### src/hw/ais_map.svh
// Register offsets, field positions and reset values of the input select block
`ifndef AIS_MAP_SVH
`define AIS_MAP_SVH
`define AIS_OFF_CHS0_1   8'h00
`define AIS_OFF_SCANH_1  8'h04
`define AIS_OFF_SCANL_1  8'h08
`define AIS_OFF_PCFGH_1  8'h0c
`define AIS_OFF_PCFGL_1  8'h10
`define AIS_OFF_CHS0_2   8'h14
`define AIS_OFF_SCANH_2  8'h18
`define AIS_OFF_SCANL_2  8'h1c
`define AIS_OFF_PCFGL_2  8'h20
`define AIS_OFF_CTRL     8'h24
`define AIS_OFF_STAT     8'h28
`define AIS_NEG_A_BIT    7
`define AIS_NEG_B_BIT    15
`define AIS_POS_A_LSB    0
`define AIS_POS_B_LSB    8
`define AIS_CHS0_MASK_1  16'h9f9f
`define AIS_CHS0_MASK_2  16'h8f8f
`define AIS_CTRL_MASK    16'h0077
`define AIS_CTRL_ALT     0
`define AIS_CTRL_SCAN    1
`define AIS_CTRL_DIS     2
`define AIS_CTRL_STRIDE  4
`define AIS_STAT_STRIDE  8
`define AIS_RST_REG      16'h0000
`define AIS_RESP_OKAY    2'h0
`define AIS_RESP_SLVERR  2'h2
`endif

### src/hw/ais_pkg.sv
// Types shared by the input select block
package ais_pkg;
	typedef enum {
		AIS_R_CHS0_1, AIS_R_SCANH_1, AIS_R_SCANL_1, AIS_R_PCFGH_1, AIS_R_PCFGL_1,
		AIS_R_CHS0_2, AIS_R_SCANH_2, AIS_R_SCANL_2, AIS_R_PCFGL_2,
		AIS_R_CTRL, AIS_R_STAT, AIS_R_NONE
	} ais_reg_t;

	typedef struct packed {
		logic        aw_got;
		logic [7:0]  awaddr;
		logic        w_got;
		logic [15:0] wdata;
		logic [1:0]  wstrb;
		logic        bvalid;
		logic [1:0]  bresp;
		logic        rvalid;
		logic [1:0]  rresp;
		logic [31:0] rdata;
	} ais_slv_t;
endpackage : ais_pkg

### src/hw/ais_axil_slave.sv
// AXI4-Lite slave front end: captures writes and registers read data
`timescale 1ns/1ps
`default_nettype none
`include "ais_map.svh"
module ais_axil_slave (
	input  wire logic        ref_clk,
	input  wire logic        rst,
	input  wire logic [7:0]  s_axi_awaddr,
	input  wire logic        s_axi_awvalid,
	output logic             s_axi_awready,
	input  wire logic [31:0] s_axi_wdata,
	input  wire logic [3:0]  s_axi_wstrb,
	input  wire logic        s_axi_wvalid,
	output logic             s_axi_wready,
	output logic [1:0]       s_axi_bresp,
	output logic             s_axi_bvalid,
	input  wire logic        s_axi_bready,
	input  wire logic [7:0]  s_axi_araddr,
	input  wire logic        s_axi_arvalid,
	output logic             s_axi_arready,
	output logic [31:0]      s_axi_rdata,
	output logic [1:0]       s_axi_rresp,
	output logic             s_axi_rvalid,
	input  wire logic        s_axi_rready,
	output logic             wr_en,
	output logic [7:0]       wr_addr,
	output logic [15:0]      wr_data,
	output logic [1:0]       wr_strb,
	input  wire logic        wr_err,
	output logic [7:0]       rd_addr,
	input  wire logic [15:0] rd_data,
	input  wire logic        rd_err
);
	ais_pkg::ais_slv_t s_q, s_d;

	assign s_axi_awready = !s_q.aw_got && !s_q.bvalid;
	assign s_axi_wready  = !s_q.w_got && !s_q.bvalid;
	assign s_axi_arready = !s_q.rvalid;
	assign s_axi_bvalid  = s_q.bvalid;
	assign s_axi_bresp   = s_q.bresp;
	assign s_axi_rvalid  = s_q.rvalid;
	assign s_axi_rresp   = s_q.rresp;
	assign s_axi_rdata   = s_q.rdata;
	// The write lands one cycle after both halves are held
	assign wr_en   = s_q.aw_got && s_q.w_got && !s_q.bvalid;
	assign wr_addr = s_q.awaddr;
	assign wr_data = s_q.wdata;
	assign wr_strb = s_q.wstrb;
	assign rd_addr = s_axi_araddr;

	always_comb
	begin
		s_d = s_q;
		if (s_axi_awvalid && s_axi_awready)
		begin
			s_d.aw_got = 1'b1;
			s_d.awaddr = s_axi_awaddr;
		end
		if (s_axi_wvalid && s_axi_wready)
		begin
			s_d.w_got = 1'b1;
			s_d.wdata = s_axi_wdata[15:0];
			s_d.wstrb = s_axi_wstrb[1:0];
		end
		if (wr_en)
		begin
			s_d.aw_got = 1'b0;
			s_d.w_got  = 1'b0;
			s_d.bvalid = 1'b1;
			s_d.bresp  = wr_err ? `AIS_RESP_SLVERR : `AIS_RESP_OKAY;
		end
		if (s_q.bvalid && s_axi_bready)
			s_d.bvalid = 1'b0;
		if (s_axi_arvalid && s_axi_arready)
		begin
			s_d.rvalid = 1'b1;
			s_d.rdata  = {16'h0000, rd_data};
			s_d.rresp  = rd_err ? `AIS_RESP_SLVERR : `AIS_RESP_OKAY;
		end
		else if (s_q.rvalid && s_axi_rready)
			s_d.rvalid = 1'b0;
	end

	always_ff @(posedge ref_clk)
	begin
		if (rst)
			s_q <= '0;
		else
			s_q <= s_d;
	end
endmodule : ais_axil_slave
`default_nettype wire

### src/hw/ais_scan_step.sv
// Finds the lowest enabled scan input and the next one above the current
`timescale 1ns/1ps
`default_nettype none
module ais_scan_step (
	input  wire logic [31:0] mask,
	input  wire logic [4:0]  cur,
	output logic [4:0]       first,
	output logic [4:0]       next,
	output logic             any
);
	logic       above;
	logic [4:0] up;

	always_comb
	begin
		first = 5'h00;
		up    = 5'h00;
		above = 1'b0;
		any   = |mask;
		// Scan downward so the lowest hit is the one that stays
		for (int i = 31; i >= 0; i--)
		begin
			if (mask[i])
				first = 5'(i);
			if (mask[i] && (5'(i) > cur))
			begin
				up    = 5'(i);
				above = 1'b1;
			end
		end
		next = above ? up : first;
	end
endmodule : ais_scan_step
`default_nettype wire

### src/hw/ais_top.sv
// Channel 0 input select, scan mask and pin analog configuration for two converters
`timescale 1ns/1ps
`default_nettype none
`include "ais_map.svh"
//
// Function
// Sample A negative select bit: 1 picks input 1, 0 picks negative reference.
// Sample B negative select at bit 15, same encoding as Sample A.
// Sample A five-bit positive select picks input n, 0 to 31.
// Sample B positive select in bits 12..8, decoded like Sample A.
// Second converter may only pick inputs 0 to 15 as positive input.
// Select register bits 14..13 and 6..5 ignore writes, read zero.
// Each of 32 scan mask bits includes its input in the scan when set.
// Mask bits always writable; a scanned input without pin converts negative reference.
// Configuration bit 1: pin digital, read input on, converter mux to ground.
// Configuration bit 0: pin analog, read input off, converter samples pin.
// All configuration bits stay read/write; bits without a pin do nothing. Here a selected input without pin still takes pos_to_ground from its bit.
// Second converter has no high-half pin configuration register.
// Both low configuration registers together set modes of pins 0 to 15.
// A disabled converter's configuration bits are ignored; its pins go digital.
// All implemented bits clear to zero at reset, pins analog.
// Scan enable takes Sample A positive input from the scan mask.
// Alternate sampling uses Sample A, then Sample B, alternating.
// Scan steps through enabled inputs ascending, wrapping to the lowest.
module ais_top #(
	parameter int PHYS_INPUTS = 32
) (
	input  wire logic        ref_clk,
	input  wire logic        rst,
	input  wire logic [7:0]  s_axi_awaddr,
	input  wire logic        s_axi_awvalid,
	output logic             s_axi_awready,
	input  wire logic [31:0] s_axi_wdata,
	input  wire logic [3:0]  s_axi_wstrb,
	input  wire logic        s_axi_wvalid,
	output logic             s_axi_wready,
	output logic [1:0]       s_axi_bresp,
	output logic             s_axi_bvalid,
	input  wire logic        s_axi_bready,
	input  wire logic [7:0]  s_axi_araddr,
	input  wire logic        s_axi_arvalid,
	output logic             s_axi_arready,
	output logic [31:0]      s_axi_rdata,
	output logic [1:0]       s_axi_rresp,
	output logic             s_axi_rvalid,
	input  wire logic        s_axi_rready,
	input  wire logic [1:0]  conv_done,
	output logic [9:0]       pos_input,
	output logic [1:0]       pos_use_vref_neg,
	output logic [1:0]       pos_to_ground,
	output logic [1:0]       neg_use_an1,
	output logic [1:0]       sample_b_active,
	output logic [31:0]      pin_digital
);
	typedef struct packed {
		logic [1:0][15:0] chs0;
		logic [1:0][15:0] mask_hi;
		logic [1:0][15:0] mask_lo;
		logic [15:0]      pin_digital_select_hi;
		logic [1:0][15:0] pin_digital_select_lo;
		logic [15:0]      ctrl;
		logic [1:0]       phase;
		logic [1:0][4:0]  scan_cur;
		logic [9:0]       pos;
		logic [1:0]       vref;
		logic [1:0]       gnd;
		logic [1:0]       neg;
		logic [1:0]       use_b;
		logic [31:0]      pin_dig;
	} ais_state_t;

	ais_state_t q, d;
	logic              wr_en;
	logic [7:0]        wr_addr;
	logic [15:0]       wr_data;
	logic [1:0]        wr_strb;
	logic [7:0]        rd_addr;
	logic [15:0]       rd_data;
	logic [1:0][31:0]  scan_mask;
	logic [1:0][4:0]   scan_first;
	logic [1:0][4:0]   scan_next;
	logic [1:0]        scan_any;
	logic [1:0]        alt_en;
	logic [1:0]        scan_en;
	logic [1:0]        mod_dis;
	logic [1:0]        use_b;

	function automatic ais_pkg::ais_reg_t decode(input logic [7:0] a);
		unique case (a)
			`AIS_OFF_CHS0_1:  decode = ais_pkg::AIS_R_CHS0_1;
			`AIS_OFF_SCANH_1: decode = ais_pkg::AIS_R_SCANH_1;
			`AIS_OFF_SCANL_1: decode = ais_pkg::AIS_R_SCANL_1;
			`AIS_OFF_PCFGH_1: decode = ais_pkg::AIS_R_PCFGH_1;
			`AIS_OFF_PCFGL_1: decode = ais_pkg::AIS_R_PCFGL_1;
			`AIS_OFF_CHS0_2:  decode = ais_pkg::AIS_R_CHS0_2;
			`AIS_OFF_SCANH_2: decode = ais_pkg::AIS_R_SCANH_2;
			`AIS_OFF_SCANL_2: decode = ais_pkg::AIS_R_SCANL_2;
			`AIS_OFF_PCFGL_2: decode = ais_pkg::AIS_R_PCFGL_2;
			`AIS_OFF_CTRL:    decode = ais_pkg::AIS_R_CTRL;
			`AIS_OFF_STAT:    decode = ais_pkg::AIS_R_STAT;
			default:          decode = ais_pkg::AIS_R_NONE;
		endcase
	endfunction : decode

	// Byte-lane merge; the mask keeps unimplemented bits at zero
	function automatic logic [15:0] merge(input logic [15:0] old, input logic [15:0] msk);
		merge = old;
		if (wr_strb[0])
			merge[7:0] = wr_data[7:0];
		if (wr_strb[1])
			merge[15:8] = wr_data[15:8];
		merge = merge & msk;
	endfunction : merge

	ais_axil_slave u_slave (
		.ref_clk       (ref_clk),
		.rst           (rst),
		.s_axi_awaddr  (s_axi_awaddr),
		.s_axi_awvalid (s_axi_awvalid),
		.s_axi_awready (s_axi_awready),
		.s_axi_wdata   (s_axi_wdata),
		.s_axi_wstrb   (s_axi_wstrb),
		.s_axi_wvalid  (s_axi_wvalid),
		.s_axi_wready  (s_axi_wready),
		.s_axi_bresp   (s_axi_bresp),
		.s_axi_bvalid  (s_axi_bvalid),
		.s_axi_bready  (s_axi_bready),
		.s_axi_araddr  (s_axi_araddr),
		.s_axi_arvalid (s_axi_arvalid),
		.s_axi_arready (s_axi_arready),
		.s_axi_rdata   (s_axi_rdata),
		.s_axi_rresp   (s_axi_rresp),
		.s_axi_rvalid  (s_axi_rvalid),
		.s_axi_rready  (s_axi_rready),
		.wr_en         (wr_en),
		.wr_addr       (wr_addr),
		.wr_data       (wr_data),
		.wr_strb       (wr_strb),
		.wr_err        (decode(wr_addr) == ais_pkg::AIS_R_NONE),
		.rd_addr       (rd_addr),
		.rd_data       (rd_data),
		.rd_err        (decode(rd_addr) == ais_pkg::AIS_R_NONE)
	);

	// Second converter only scans inputs 0..15, so its high mask half is kept but unused
	assign scan_mask[0] = {q.mask_hi[0], q.mask_lo[0]};
	assign scan_mask[1] = {16'h0000, q.mask_lo[1]};

	for (genvar k = 0; k < 2; k++)
	begin : g_inst
		assign alt_en[k]  = q.ctrl[k * `AIS_CTRL_STRIDE + `AIS_CTRL_ALT];
		assign scan_en[k] = q.ctrl[k * `AIS_CTRL_STRIDE + `AIS_CTRL_SCAN];
		assign mod_dis[k] = q.ctrl[k * `AIS_CTRL_STRIDE + `AIS_CTRL_DIS];
		assign use_b[k]   = alt_en[k] && q.phase[k];
		ais_scan_step u_step (
			.mask  (scan_mask[k]),
			.cur   (q.scan_cur[k]),
			.first (scan_first[k]),
			.next  (scan_next[k]),
			.any   (scan_any[k])
		);
	end

	always_comb
	begin
		unique case (decode(rd_addr))
			ais_pkg::AIS_R_CHS0_1:  rd_data = q.chs0[0];
			ais_pkg::AIS_R_SCANH_1: rd_data = q.mask_hi[0];
			ais_pkg::AIS_R_SCANL_1: rd_data = q.mask_lo[0];
			ais_pkg::AIS_R_PCFGH_1: rd_data = q.pin_digital_select_hi;
			ais_pkg::AIS_R_PCFGL_1: rd_data = q.pin_digital_select_lo[0];
			ais_pkg::AIS_R_CHS0_2:  rd_data = q.chs0[1];
			ais_pkg::AIS_R_SCANH_2: rd_data = q.mask_hi[1];
			ais_pkg::AIS_R_SCANL_2: rd_data = q.mask_lo[1];
			ais_pkg::AIS_R_PCFGL_2: rd_data = q.pin_digital_select_lo[1];
			ais_pkg::AIS_R_CTRL:    rd_data = q.ctrl;
			ais_pkg::AIS_R_STAT:
				rd_data = {2'b00, q.phase[1], q.scan_cur[1], 2'b00, q.phase[0], q.scan_cur[0]};
			ais_pkg::AIS_R_NONE:    rd_data = 16'h0000;
		endcase
	end

	always_comb
	begin
		logic [4:0] sel;
		logic       cfg;
		logic       an1;
		logic       an2;
		sel = 5'h00;
		cfg = 1'b0;
		an1 = 1'b0;
		an2 = 1'b0;
		d   = q;
		if (wr_en)
		begin
			unique case (decode(wr_addr))
				ais_pkg::AIS_R_CHS0_1:  d.chs0[0] = merge(q.chs0[0], `AIS_CHS0_MASK_1);
				ais_pkg::AIS_R_SCANH_1: d.mask_hi[0] = merge(q.mask_hi[0], 16'hffff);
				ais_pkg::AIS_R_SCANL_1: d.mask_lo[0] = merge(q.mask_lo[0], 16'hffff);
				ais_pkg::AIS_R_PCFGH_1: d.pin_digital_select_hi = merge(q.pin_digital_select_hi, 16'hffff);
				ais_pkg::AIS_R_PCFGL_1: d.pin_digital_select_lo[0] = merge(q.pin_digital_select_lo[0], 16'hffff);
				ais_pkg::AIS_R_CHS0_2:  d.chs0[1] = merge(q.chs0[1], `AIS_CHS0_MASK_2);
				ais_pkg::AIS_R_SCANH_2: d.mask_hi[1] = merge(q.mask_hi[1], 16'hffff);
				ais_pkg::AIS_R_SCANL_2: d.mask_lo[1] = merge(q.mask_lo[1], 16'hffff);
				ais_pkg::AIS_R_PCFGL_2: d.pin_digital_select_lo[1] = merge(q.pin_digital_select_lo[1], 16'hffff);
				ais_pkg::AIS_R_CTRL:    d.ctrl = merge(q.ctrl, `AIS_CTRL_MASK);
				ais_pkg::AIS_R_STAT,
				ais_pkg::AIS_R_NONE:    d.ctrl = q.ctrl;
			endcase
		end
		for (int k = 0; k < 2; k++)
		begin
			// Scan applies to Sample A only; Sample B always uses its fixed field
			if (use_b[k])
				sel = q.chs0[k][`AIS_POS_B_LSB +: 5];
			else if (scan_en[k] && scan_any[k])
				sel = q.scan_cur[k];
			else
				sel = q.chs0[k][`AIS_POS_A_LSB +: 5];
			if (k == 1)
				sel[4] = 1'b0;
			d.pos[k * 5 +: 5] = sel;
			d.neg[k] = use_b[k] ? q.chs0[k][`AIS_NEG_B_BIT]
				: q.chs0[k][`AIS_NEG_A_BIT];
			d.use_b[k] = use_b[k];
			d.vref[k] = 32'(sel) >= PHYS_INPUTS;
			if (sel[4])
				cfg = q.pin_digital_select_hi[sel[3:0]];
			else
				cfg = q.pin_digital_select_lo[k][sel[3:0]];
			d.gnd[k] = cfg || mod_dis[k];
			if (!alt_en[k])
				d.phase[k] = 1'b0;
			else if (conv_done[k] && !mod_dis[k])
				d.phase[k] = !q.phase[k];
			if (!scan_en[k])
				d.scan_cur[k] = scan_first[k];
			else if (conv_done[k] && !mod_dis[k] && !use_b[k])
				d.scan_cur[k] = scan_next[k];
		end
		// A pin below PHYS_INPUTS is analog when any enabled converter claims it as analog
		for (int i = 0; i < 32; i++)
		begin
			an1 = !mod_dis[0] && !(i < 16 ? q.pin_digital_select_lo[0][i] : q.pin_digital_select_hi[i - 16]);
			an2 = (i < 16) && !mod_dis[1] && !q.pin_digital_select_lo[1][i % 16];
			d.pin_dig[i] = !((an1 || an2) && (i < PHYS_INPUTS));
		end
	end

	always_ff @(posedge ref_clk)
	begin
		if (rst)
			q <= '0;
		else
			q <= d;
	end

	assign pos_input        = q.pos;
	assign pos_use_vref_neg = q.vref;
	assign pos_to_ground    = q.gnd;
	assign neg_use_an1      = q.neg;
	assign sample_b_active  = q.use_b;
	assign pin_digital      = q.pin_dig;
endmodule : ais_top
`default_nettype wire
### config.mk
export PLATFORM = sky130hd
export DESIGN_NAME = ais_top
export DESIGN_NICKNAME = d
export VERILOG_FILES = /design/src/hw/ais_pkg.sv /design/src/hw/ais_axil_slave.sv /design/src/hw/ais_scan_step.sv /design/src/hw/ais_top.sv
export VERILOG_INCLUDE_DIRS = /design/src /design/src/hw
export SDC_FILE = /design/constraint.sdc
export NUM_CORES = 1
export LEC_CHECK = 0
export BUFFER_PORTS_ARGS = -buffer_cell sky130_fd_sc_hd__buf_2
export CAP_MARGIN = 20
export CORE_AREA = 2 2 154 156
export CTS_CLUSTER_SIZE = 30
export DETAILED_ROUTE_END_ITERATION = 12
export DIE_AREA = 0 0 156 158
export PLACE_DENSITY = 0.87
export SLEW_MARGIN = 30
export SYNTH_ARGS = -nofsm -noshare
export SYNTH_HDL_FRONTEND = slang
export SYNTH_SLANG_ARGS = --single-unit
### constraint.sdc
create_clock -name ref_clk -period 9.05 [get_ports ref_clk]
set_input_delay 1.81 -clock ref_clk [delete_from_list [all_inputs] [get_ports ref_clk]]
set_output_delay 1.81 -clock ref_clk [all_outputs]
set_load 0.01 [all_outputs]
### Word level (Yosys, flattened, before mapping)

Cells that the tools add are included.

* flip-flop bits (word level): 252
* output and inout port bits: 91
* word-level logic and storage cells: 558

* order comparisons: 50
* eq/ne operators: 44
* muxes and demuxes: 171
* bitwise logic cells: 2
* reductions and logical operators: 251

Operators with widths (count)
* 5-bit two-way mux: 71
* 16-bit one-hot mux with 12 select lines: 1
* 4-bit two-way mux: 35
* 32-bit by 3-bit equality test with 1-bit output (second input constant): 4
* 1-bit logical AND: 113
* 1-bit logical NOT: 90
* 4-bit one-hot mux with 11 select lines: 2
* 4-bit by 5-bit greater-than comparator with 1-bit output (first input constant): 16
* 5-bit greater-than comparator (first input constant): 16
* 32-bit by 2-bit equality test with 1-bit output (second input constant): 2
* 32-bit by 4-bit equality test with 1-bit output (second input constant): 2
* 32-bit by 5-bit equality test with 1-bit output (second input constant): 2
* 8-bit by 5-bit equality test with 1-bit output (second input constant): 8
* 32-bit logical NOT: 2
* 3-bit AND reduction: 19
* 1-bit two-way mux: 56
* 8-bit by 6-bit equality test with 1-bit output (second input constant): 6
* 3-bit by 5-bit greater-than comparator with 1-bit output (first input constant): 8
* 32-bit by 1-bit equality test with 1-bit output (second input constant): 1
* 8-bit by 4-bit equality test with 1-bit output (second input constant): 4
* 32-bit two-way mux: 1
* 32-bit OR reduction: 1
* 1-bit by 5-bit greater-than comparator with 1-bit output (first input constant): 4
* 2-bit by 5-bit greater-than comparator with 1-bit output (first input constant): 4
* 15 further kinds: 50

### Logic depth before layout (Yosys ltp)

Gate-level depths: netlist (run 1).

* depth in word-level cells: 37
* gate-level depth with buffers: 11

### Modules after synthesis

Synthesis (run 1) repeated with hierarchy kept, for this count alone.

* cells, all modules: 1686
* area, all modules: 13865.8 µm²

By module, submodules not included
* ais_top: times used 1, cells an instance 963, area each 9003.6 µm²
* ais_scan_step: times used 2, cells an instance 219, area each 1298.7 µm²
* ais_axil_slave: times used 1, cells an instance 285, area each 2264.7 µm²

### Least setup slack after synthesis (run 1)

OpenSTA, ideal clock, no wires.

* path kind: input -> register
* start: input port s_axi_araddr[5]
* end: register u_slave.s_q, in the netlist u_slave.s_axi_rdata[11]
* data arrival time: 3.636 ns
* required time: 8.958 ns
* setup slack: 5.323 ns
* stages: 7
* buffers on the path: 1
* path through: nor3_1 -> nand2_1 -> nor4_1 -> clkbuf_1 -> a221oi_1 -> and3_1 -> nor4_1

* word-level cells in the longest chain between the ends: 4
* elaborated cells on any way between the ends: 25

Ends and longest elaborated chain
* from (decl): RTL line ais_top.sv:40 `input wire logic [7:0] s_axi_araddr,`
* 8-bit by 6-bit equality test with 1-bit output, or another cell as far along: RTL line ais_top.sv:89 `unique case (a)`
* 4-bit one-hot mux with 11 select lines *: RTL line ais_top.sv:89
* 32-bit logical NOT, or another cell as far along: RTL line ais_top.sv:166 `unique case (decode(rd_addr))`
* 16-bit one-hot mux with 12 select lines *: RTL line ais_top.sv:166
* to (signal assigned): RTL line ais_axil_slave.sv:87 `s_q <= '0;`
* to (signal assigned): RTL line ais_axil_slave.sv:89 `s_q <= s_d;`
* to (decl): RTL line ais_axil_slave.sv:34 `ais_pkg::ais_slv_t s_q, s_d;`

Every way passes the cells marked *; elsewhere a longest branch is shown, timed or not.
A chain may end at the register's enable or synchronous reset.

### Worst setup path in the final report (run 1)

* start: register q[167] (netlist bit)
* end: register q, in the netlist pos_to_ground[0]

* word-level cells in the longest chain between the ends: 8
* elaborated cells on any way between the ends: 10

Ends and longest elaborated chain
* from (decl): RTL line ais_top.sv:72 `ais_state_t q, d;`
* from (signal assigned): RTL line ais_top.sv:253 `q <= '0;`
* from (signal assigned): RTL line ais_top.sv:255 `q <= d;`
* 32-bit OR reduction *: RTL line ais_scan_step.sv:19 `any = |mask;`
* 1-bit logical AND *: RTL line ais_top.sv:216 `else if (scan_en[k] && scan_any[k])`
* 5-bit two-way mux *: RTL line ais_top.sv:216
* 5-bit two-way mux *: RTL line ais_top.sv:214 `if (use_b[k])`
* 1-bit binary-select mux with 4-bit select (on tied branches): RTL line ais_top.sv:230, ais_top.sv:228
* 1-bit two-way mux (on tied branches): RTL line ais_top.sv:230, ais_top.sv:228
* 1-bit two-way mux *: RTL line ais_top.sv:227 `if (sel[4])`
* 1-bit logical OR *: RTL line ais_top.sv:231 `d.gnd[k] = cfg || mod_dis[k];`

Every way passes the cells marked *; elsewhere a longest branch is shown, timed or not. The select of a mux whose other input is x is not followed.

==> impl_metrics.yaml, run 1 <==
placement:
  dp_hpwl_um: 28040
  gp_congestion: 0.9911
  placed_cells: 1762
  io_buffers: 112
timing:
  skew_ps: 20.14
  rsz0062_at_grt: "false"
  final_hold_viol_count: 0
  slew_headroom: 0.3918
  fin_crit_sh: 0.4471
  fin_setup_tns_ps: 0
  tightest_slew_ps: 911.1
  min_period_ps: 4046
  maxSlewViolCount: 0
  setup_viol: 0
  fmaxAchievable_mhz: 247.2
synthesis:
  synth_flop_cell: "dfxtp_1"
  ys_warn_count: 0
  synth_cells: 1514
  netlist_area_sq_um: 12520
  synth-edff-count: 0
  yosys_register_bits: 246
  async_flop_share: 0
  synth.yosys.seq_area_share: 0.3935
  syn_avg_cell_area_sq_um: 8.267
  ys_types: 77
clock_tree:
  cts_root_buf: "clkbuf_16"
  htree_num_levels: 1
  cts_tree: "yes"
  post_cts_buffers: 0
  cts_resized: 0
  holdBufCountCts: 0
  insertion_delay_ps: 530
  cts_buffers: 26
  clk_pin_slew_ps: 60
  clockBufferDepth: 3
  clkSinkCount: 246
global_routing:
  grt_pass1_vias: 10470
  grt_overflow_total: 0
  grt_max_degree: 104
  antenna_found_initial: 0
  grt_pass1_wl_um: 60800
  track_usage: 0.3198
routing:
  drc: 0
  post_drt_wl_per_cell_um: 22.39
  drt_wl_total_um: 40510
  vias: 11680
  dr.pass1.iters: 9
  drtAntennaViolNets: 0
  drt_iter0_markers: 1540
  viasPerCell: 6.458
floorplan:
  die_area_sq_um: 24650
  fp.dieW_um: 156
  coreArea_sq_um: 23050
  io_pins: 152
  rows: 56
  die_h_um: 158
  start_util: 0.5429
pwr:
  vdd_drop_max_uv: 144.3
  power_leakage_nw: 6.198
  power-per-cell-area_nw_per_um2: 173.0
setup_path:
  rrSetupSlack_ps: 5000
  timing.rr.start: "q[167]"
  critPathLaunchType: "register"
  crit_path_end_kind: "register"
  critPathRequiredTime_ps: 9430
  crit_type: "reg2reg"
  r2r-end: "pos_to_ground[0]"
  worstRegToRegCells: 8
  worstPathMaxFanout: 10
  cp_data_arrival_time_ps: 4430
worst_hold_path:
  min_path_cells: 2
  holdCritStartpoint: "u_slave.s_axi_rdata[2]"
  min_to: "u_slave.s_axi_rdata[2]"
  min_path_type: "reg2reg"
outcome:
  status: "finished clean"
cells_and_area:
  nets: 1561
  syn2layout_area_growth_pct: 7.878
  n_antenna_cell: 0
  fin_cells: 1809
  layout-drive-gt1-share: 0.1172
job:
  maxCapViolCount: 0
per-stage QoR:
stage	worst slack [ps]	hold WS, ps	util	instance area [sq um]	power, mW
CTS	5054	448.9	0.5856	13500	2.332
finish	5004	449.9	0.5857	13500	2.336
floorplan	5323	431.4	-	12590	1.218
detailed placement	4779	442.2	0.5472	12610	1.253
global placement	4577	438.4	0.5469	12610	1.251
global route	4884	459.9	0.5857	13500	2.393
cell usage after synthesis (all sizes together), types with 6 or more instances:
master  count  share of area
a221oi     27          0.019
a31oi      10         0.0050
o22ai      22          0.011
a22oi      24          0.014
and3       10         0.0050
inv        23         0.0069
o31ai       7         0.0042
mux2i     160           0.13
nor3b       6         0.0036
nand2b     12         0.0060
buf        97          0.055
a222oi     10         0.0080
dfxtp     246           0.39
nor3       23         0.0096
a22o       10         0.0070
nor2b      12         0.0060
nand2     142          0.043
a21oi      87          0.035
nand3      30          0.012
nor4       14         0.0070
nor2      277          0.083
and2        7         0.0035
a211oi      8         0.0048
a311oi      8         0.0070
or4        11         0.0069
o21ai      47          0.019
o211ai      6         0.0036
clkbuf     91          0.027
report_power, final:
| part | switching (mW) | total (mW) | internal (mW) |
|---|---|---|---|
| combinational | 0.0688 | 0.103 | 0.0338 |
| clock | 0.428 | 1.10 | 0.672 |
| sequential | 0.0355 | 1.13 | 1.10 |
| total | 0.532 | 2.34 | 1.80 |
cells by family after synthesis:
| group | synth area share |
|---|---|
| AND/OR/NAND/NOR | 0.1974 |
| AO/OA/AOI/OAI | 0.1770 |
| flip-flops | 0.3935 |
| buffers and inverters | 0.08977 |
| multiplexers | 0.1406 |
| XOR/XNOR | 0.001400 |
| other | 0.0002996 |
how the worst max path moves through the flow:
stage               startpoint                      end  slack (ps)  cells after the start
2_1_floorplan  s_axi_araddr[5]  u_slave.s_axi_rdata[11]        5320                      7
3_3_place_gp   s_axi_araddr[5]   u_slave.s_axi_rdata[8]        4580                      7
3_5_place_dp   s_axi_araddr[5]   u_slave.s_axi_rdata[9]        4780                      8
4_1_cts                 q[167]         pos_to_ground[0]        5050                      8
5_1_grt                 q[167]         pos_to_ground[0]        4880                      8
6_report                q[167]         pos_to_ground[0]        5000                      8
flip-flops by register name (all words and copies together) (netlist names), 8 cells and up:
name / cells
u_slave.s_axi_rdata: 16
pin_digital: 32
pos_input: 9
u_slave.wr_addr: 8
u_slave.wr_data: 16
q: 147
worst max-delay path, cell delays in order (launching register included):
cell and delay [ps]:
dfxtp_1 420, or4_1 560, or4_4 600, o2111a_1 290
a311oi_4 660, mux4_1 700, a211o_1 310, a221oi_1 270
nor3_2 90
routing by layer:
metal,track usage,part of all wire,vias up
met5,0,0,-
li1,-,-,5258
met3,0.07829,0.13,162
met1,0.4245,0.39,5448
met2,0.4920,0.43,814
met4,0.1481,0.052,0
cell type report:
class / instances / area, sq um
fill: 1949 / 9550
multi-input combinational: 1077 / 6570
sequential: 246 / 4925
clock buffer: 41 / 778.2
timing repair buffer: 126 / 671.9
tap: 290 / 362.8
clock inverter: 6 / 107.6
inverter: 23 / 86.33
cells in the final DEF (no fill, tap or decap), drive strengths merged, types with 10 or more instances in the layout:
cell type  netlist  layout
and3            10      10
nand2b          12      12
nand3           30      30
dfxtp          246     246
nor3            23      23
o22ai           22      22
inv             23      23
a21oi           87      87
a22o            10      10
o21ai           47      47
a221oi          27      27
nand2          142     142
nor2b           12      12
or4             11      11
buf             97     126
nor2           277     277
conb             1      21
nor4            14      14
clkbuf          91      41
a222oi          10      10
a22oi           24      24
mux2i          160     160
a31oi           10      10
No activity file was read; power rests on OpenSTA's default activity.
==> run 2, diff against run 1 <==
--- a/config.mk
+++ b/config.mk
@@ -8,10 +8,10 @@
 export LEC_CHECK = 0
 export BUFFER_PORTS_ARGS = -buffer_cell sky130_fd_sc_hd__buf_2
 export CAP_MARGIN = 20
-export CORE_AREA = 2 2 154 156
+export CORE_AREA = 2 2 157 159
 export CTS_CLUSTER_SIZE = 30
 export DETAILED_ROUTE_END_ITERATION = 12
-export DIE_AREA = 0 0 156 158
+export DIE_AREA = 0 0 159 161
 export PLACE_DENSITY = 0.87
 export SLEW_MARGIN = 30
 export SYNTH_ARGS = -nofsm -noshare
==> constraint.sdc (replaced) <==
create_clock -name ref_clk -period 3.7 [get_ports ref_clk]
set_input_delay 0.74 -clock ref_clk [delete_from_list [all_inputs] [get_ports ref_clk]]
set_output_delay 0.74 -clock ref_clk [all_outputs]
set_load 0.01 [all_outputs]
==> impl_metrics.yaml, run 2 (synthesis results as in run 1) <==
timing:
  min_period_ps: 3547
  tightest_slew_ps: 896.1
  rsz0062_at_grt: "false"
  fmaxAchievable_mhz: 281.9
  fin_setup_tns_ps: 0
  setup_viol: 0
  final_hold_viol_count: 0
  skew_ps: 16.24
  fin_crit_sh: 0.9586
  maxSlewViolCount: 0
  slew_headroom: 0.4018
cells_and_area:
  fillCellCount: 2085
  layout-drive-gt1-share: 0.1477
  largest_reg_flops: 147
  layout_common_cells: "277 x nor2_1, 246 x dfxtp_1, 159 x mux2i_1"
  syn2layout_area_growth_pct: 11.27
  nets: 1614
  regMostFlops: "q"
  final_common_cell: "nor2_1"
clock_tree:
  htree_num_levels: 1
  cts_root_buf: "clkbuf_16"
  clkSinkCount: 246
  holdBufCountCts: 0
  insertion_delay_ps: 530
  cts_buffers: 25
  clockBufferDepth: 3
  cts_tree: "yes"
  clk_pin_slew_ps: 60
pwr:
  vdd_drop_max_uv: 380.2
  power-per-cell-area_nw_per_um2: 405.0
  total_power_mw: 5.640
  power_leakage_nw: 6.465
setup_path:
  worstPathBufferInverterCount: 1
  critPathTopFamily: "simple AND/OR/NAND/NOR gates"
  critPathRequiredTime_ps: 4090
  crit_type: "reg2reg"
  cp_slowest_cell: "or4_1"
  worstRegToRegCells: 9
  crit_path_end_kind: "register"
  crit_chain: "or4_1, or4_4, o2111a_1, a311oi_4, buf_4, mux4_1, a211o_1, a221oi_1, nor3_2"
  critPathLaunchType: "register"
  cp_data_arrival_time_ps: 3930
  cp.depth: 9
  crit_path_max_incr_delay_ps: 570
  worstPathMaxFanout: 6
global_routing:
  grt_overflow_total: 0
  antenna_found_initial: 0
  grt_pass1_wl_um: 63310
  track_usage: 0.3121
  grt_pass1_vias: 11090
  grt_max_degree: 109
placement:
  io_buffers: 112
  gp_congestion: 1.018
  dp_hpwl_um: 29350
floorplan:
  io_pins: 152
  rows: 57
  die_area_sq_um: 25600
  coreArea_sq_um: 23960
  fp.dieW_um: 159
  start_util: 0.5223
  die_h_um: 161
routing:
  dr_wl_met3_um: 5163
  drt_iter0_markers: 1643
  wl_met2_um: 17220
  dr.pass1.iters: 8
  post_drt_wl_per_cell_um: 21.77
  viasPerCell: 6.265
  dr.max_layer_used: "met4"
  drtAntennaViolNets: 0
  drc: 0
  drt-met1-wl_um: 16170
  vias: 11880
  drt_wl_total_um: 41270
job:
  maxCapViolCount: 0
outcome:
  status: "finished clean"
worst_hold_path:
  min_path_cells: 2
  min_path_type: "in2reg"
-- run 2: cell count changes in the layout (fill, tap and decap cells not counted), moves of 2 or more --
cell	previous run	this run
clkbuf_16	27	25
clkinv_2	2	4
buf_4	14	67
clkbuf_1	9	5
nor2_1	275	277
nor2_2	2	0
-- run 2: where the power goes --
part / switching [mW] / leakage, nW / total (mW) / internal, mW
clock: 1.04 / 0.415 / 2.61 / 1.57
sequential: 0.0895 / 1.99 / 2.77 / 2.68
combinational: 0.172 / 4.06 / 0.258 / 0.0862
-- run 2: through the flow --
step | util | hold slack (ps) | worst slack (ps) | instance area [sq um] | std cells
after global routing | 0.5810 | 400.7 | 25.93 | 13920 | 1895
after CTS | 0.5803 | 388.4 | 103.8 | 13900 | 1893
after floorplan | - | 431.4 | 148.9 | 12590 | 1534
after detailed placement | 0.5447 | 446.5 | 118.0 | 13050 | 1848
after global placement | 0.5447 | 435.4 | 136.0 | 13050 | 1848
final | 0.5811 | 393.4 | 153.2 | 13930 | 1896
-- run 2: repair_timing --
action | CTS | global route
setup endpoints to repair | 0 | 1
setup buffers | 0 | 2
hold endpoints to repair | 0 | 0
gates resized for setup | 0 | 1
-- run 2: cell type report --
cell class              count  area, sq um  share of cell area
multi-input cells        1077         6565              0.4714
flip-flops and latches    246         4925              0.3536
repair buffers            180         1090             0.07826
diodes                      1        2.502           0.0001797
inverters                  23        86.33            0.006199
clock inverters             9        125.1            0.008985
clock buffers              36        726.9             0.05220
well taps                 324        405.4             0.02911
-- run 2: worst paths after layout --
path | from | to | slack, ps
min reg2reg | u_slave.wr_addr[0] | u_slave.wr_addr[0] | 460
max | q[170] | pos_to_ground[0] | 150
max reg2reg | q[170] | pos_to_ground[0] | 150
min | s_axi_rready | u_slave.s_axi_rvalid | 390
-- run 2: per-layer routing --
metal / up-vias / GRT usage
met5: - / 0
met4: 0 / 0.1686
met3: 205 / 0.06369
met2: 848 / 0.4704
met1: 5472 / 0.4222
li1: 5353 / -
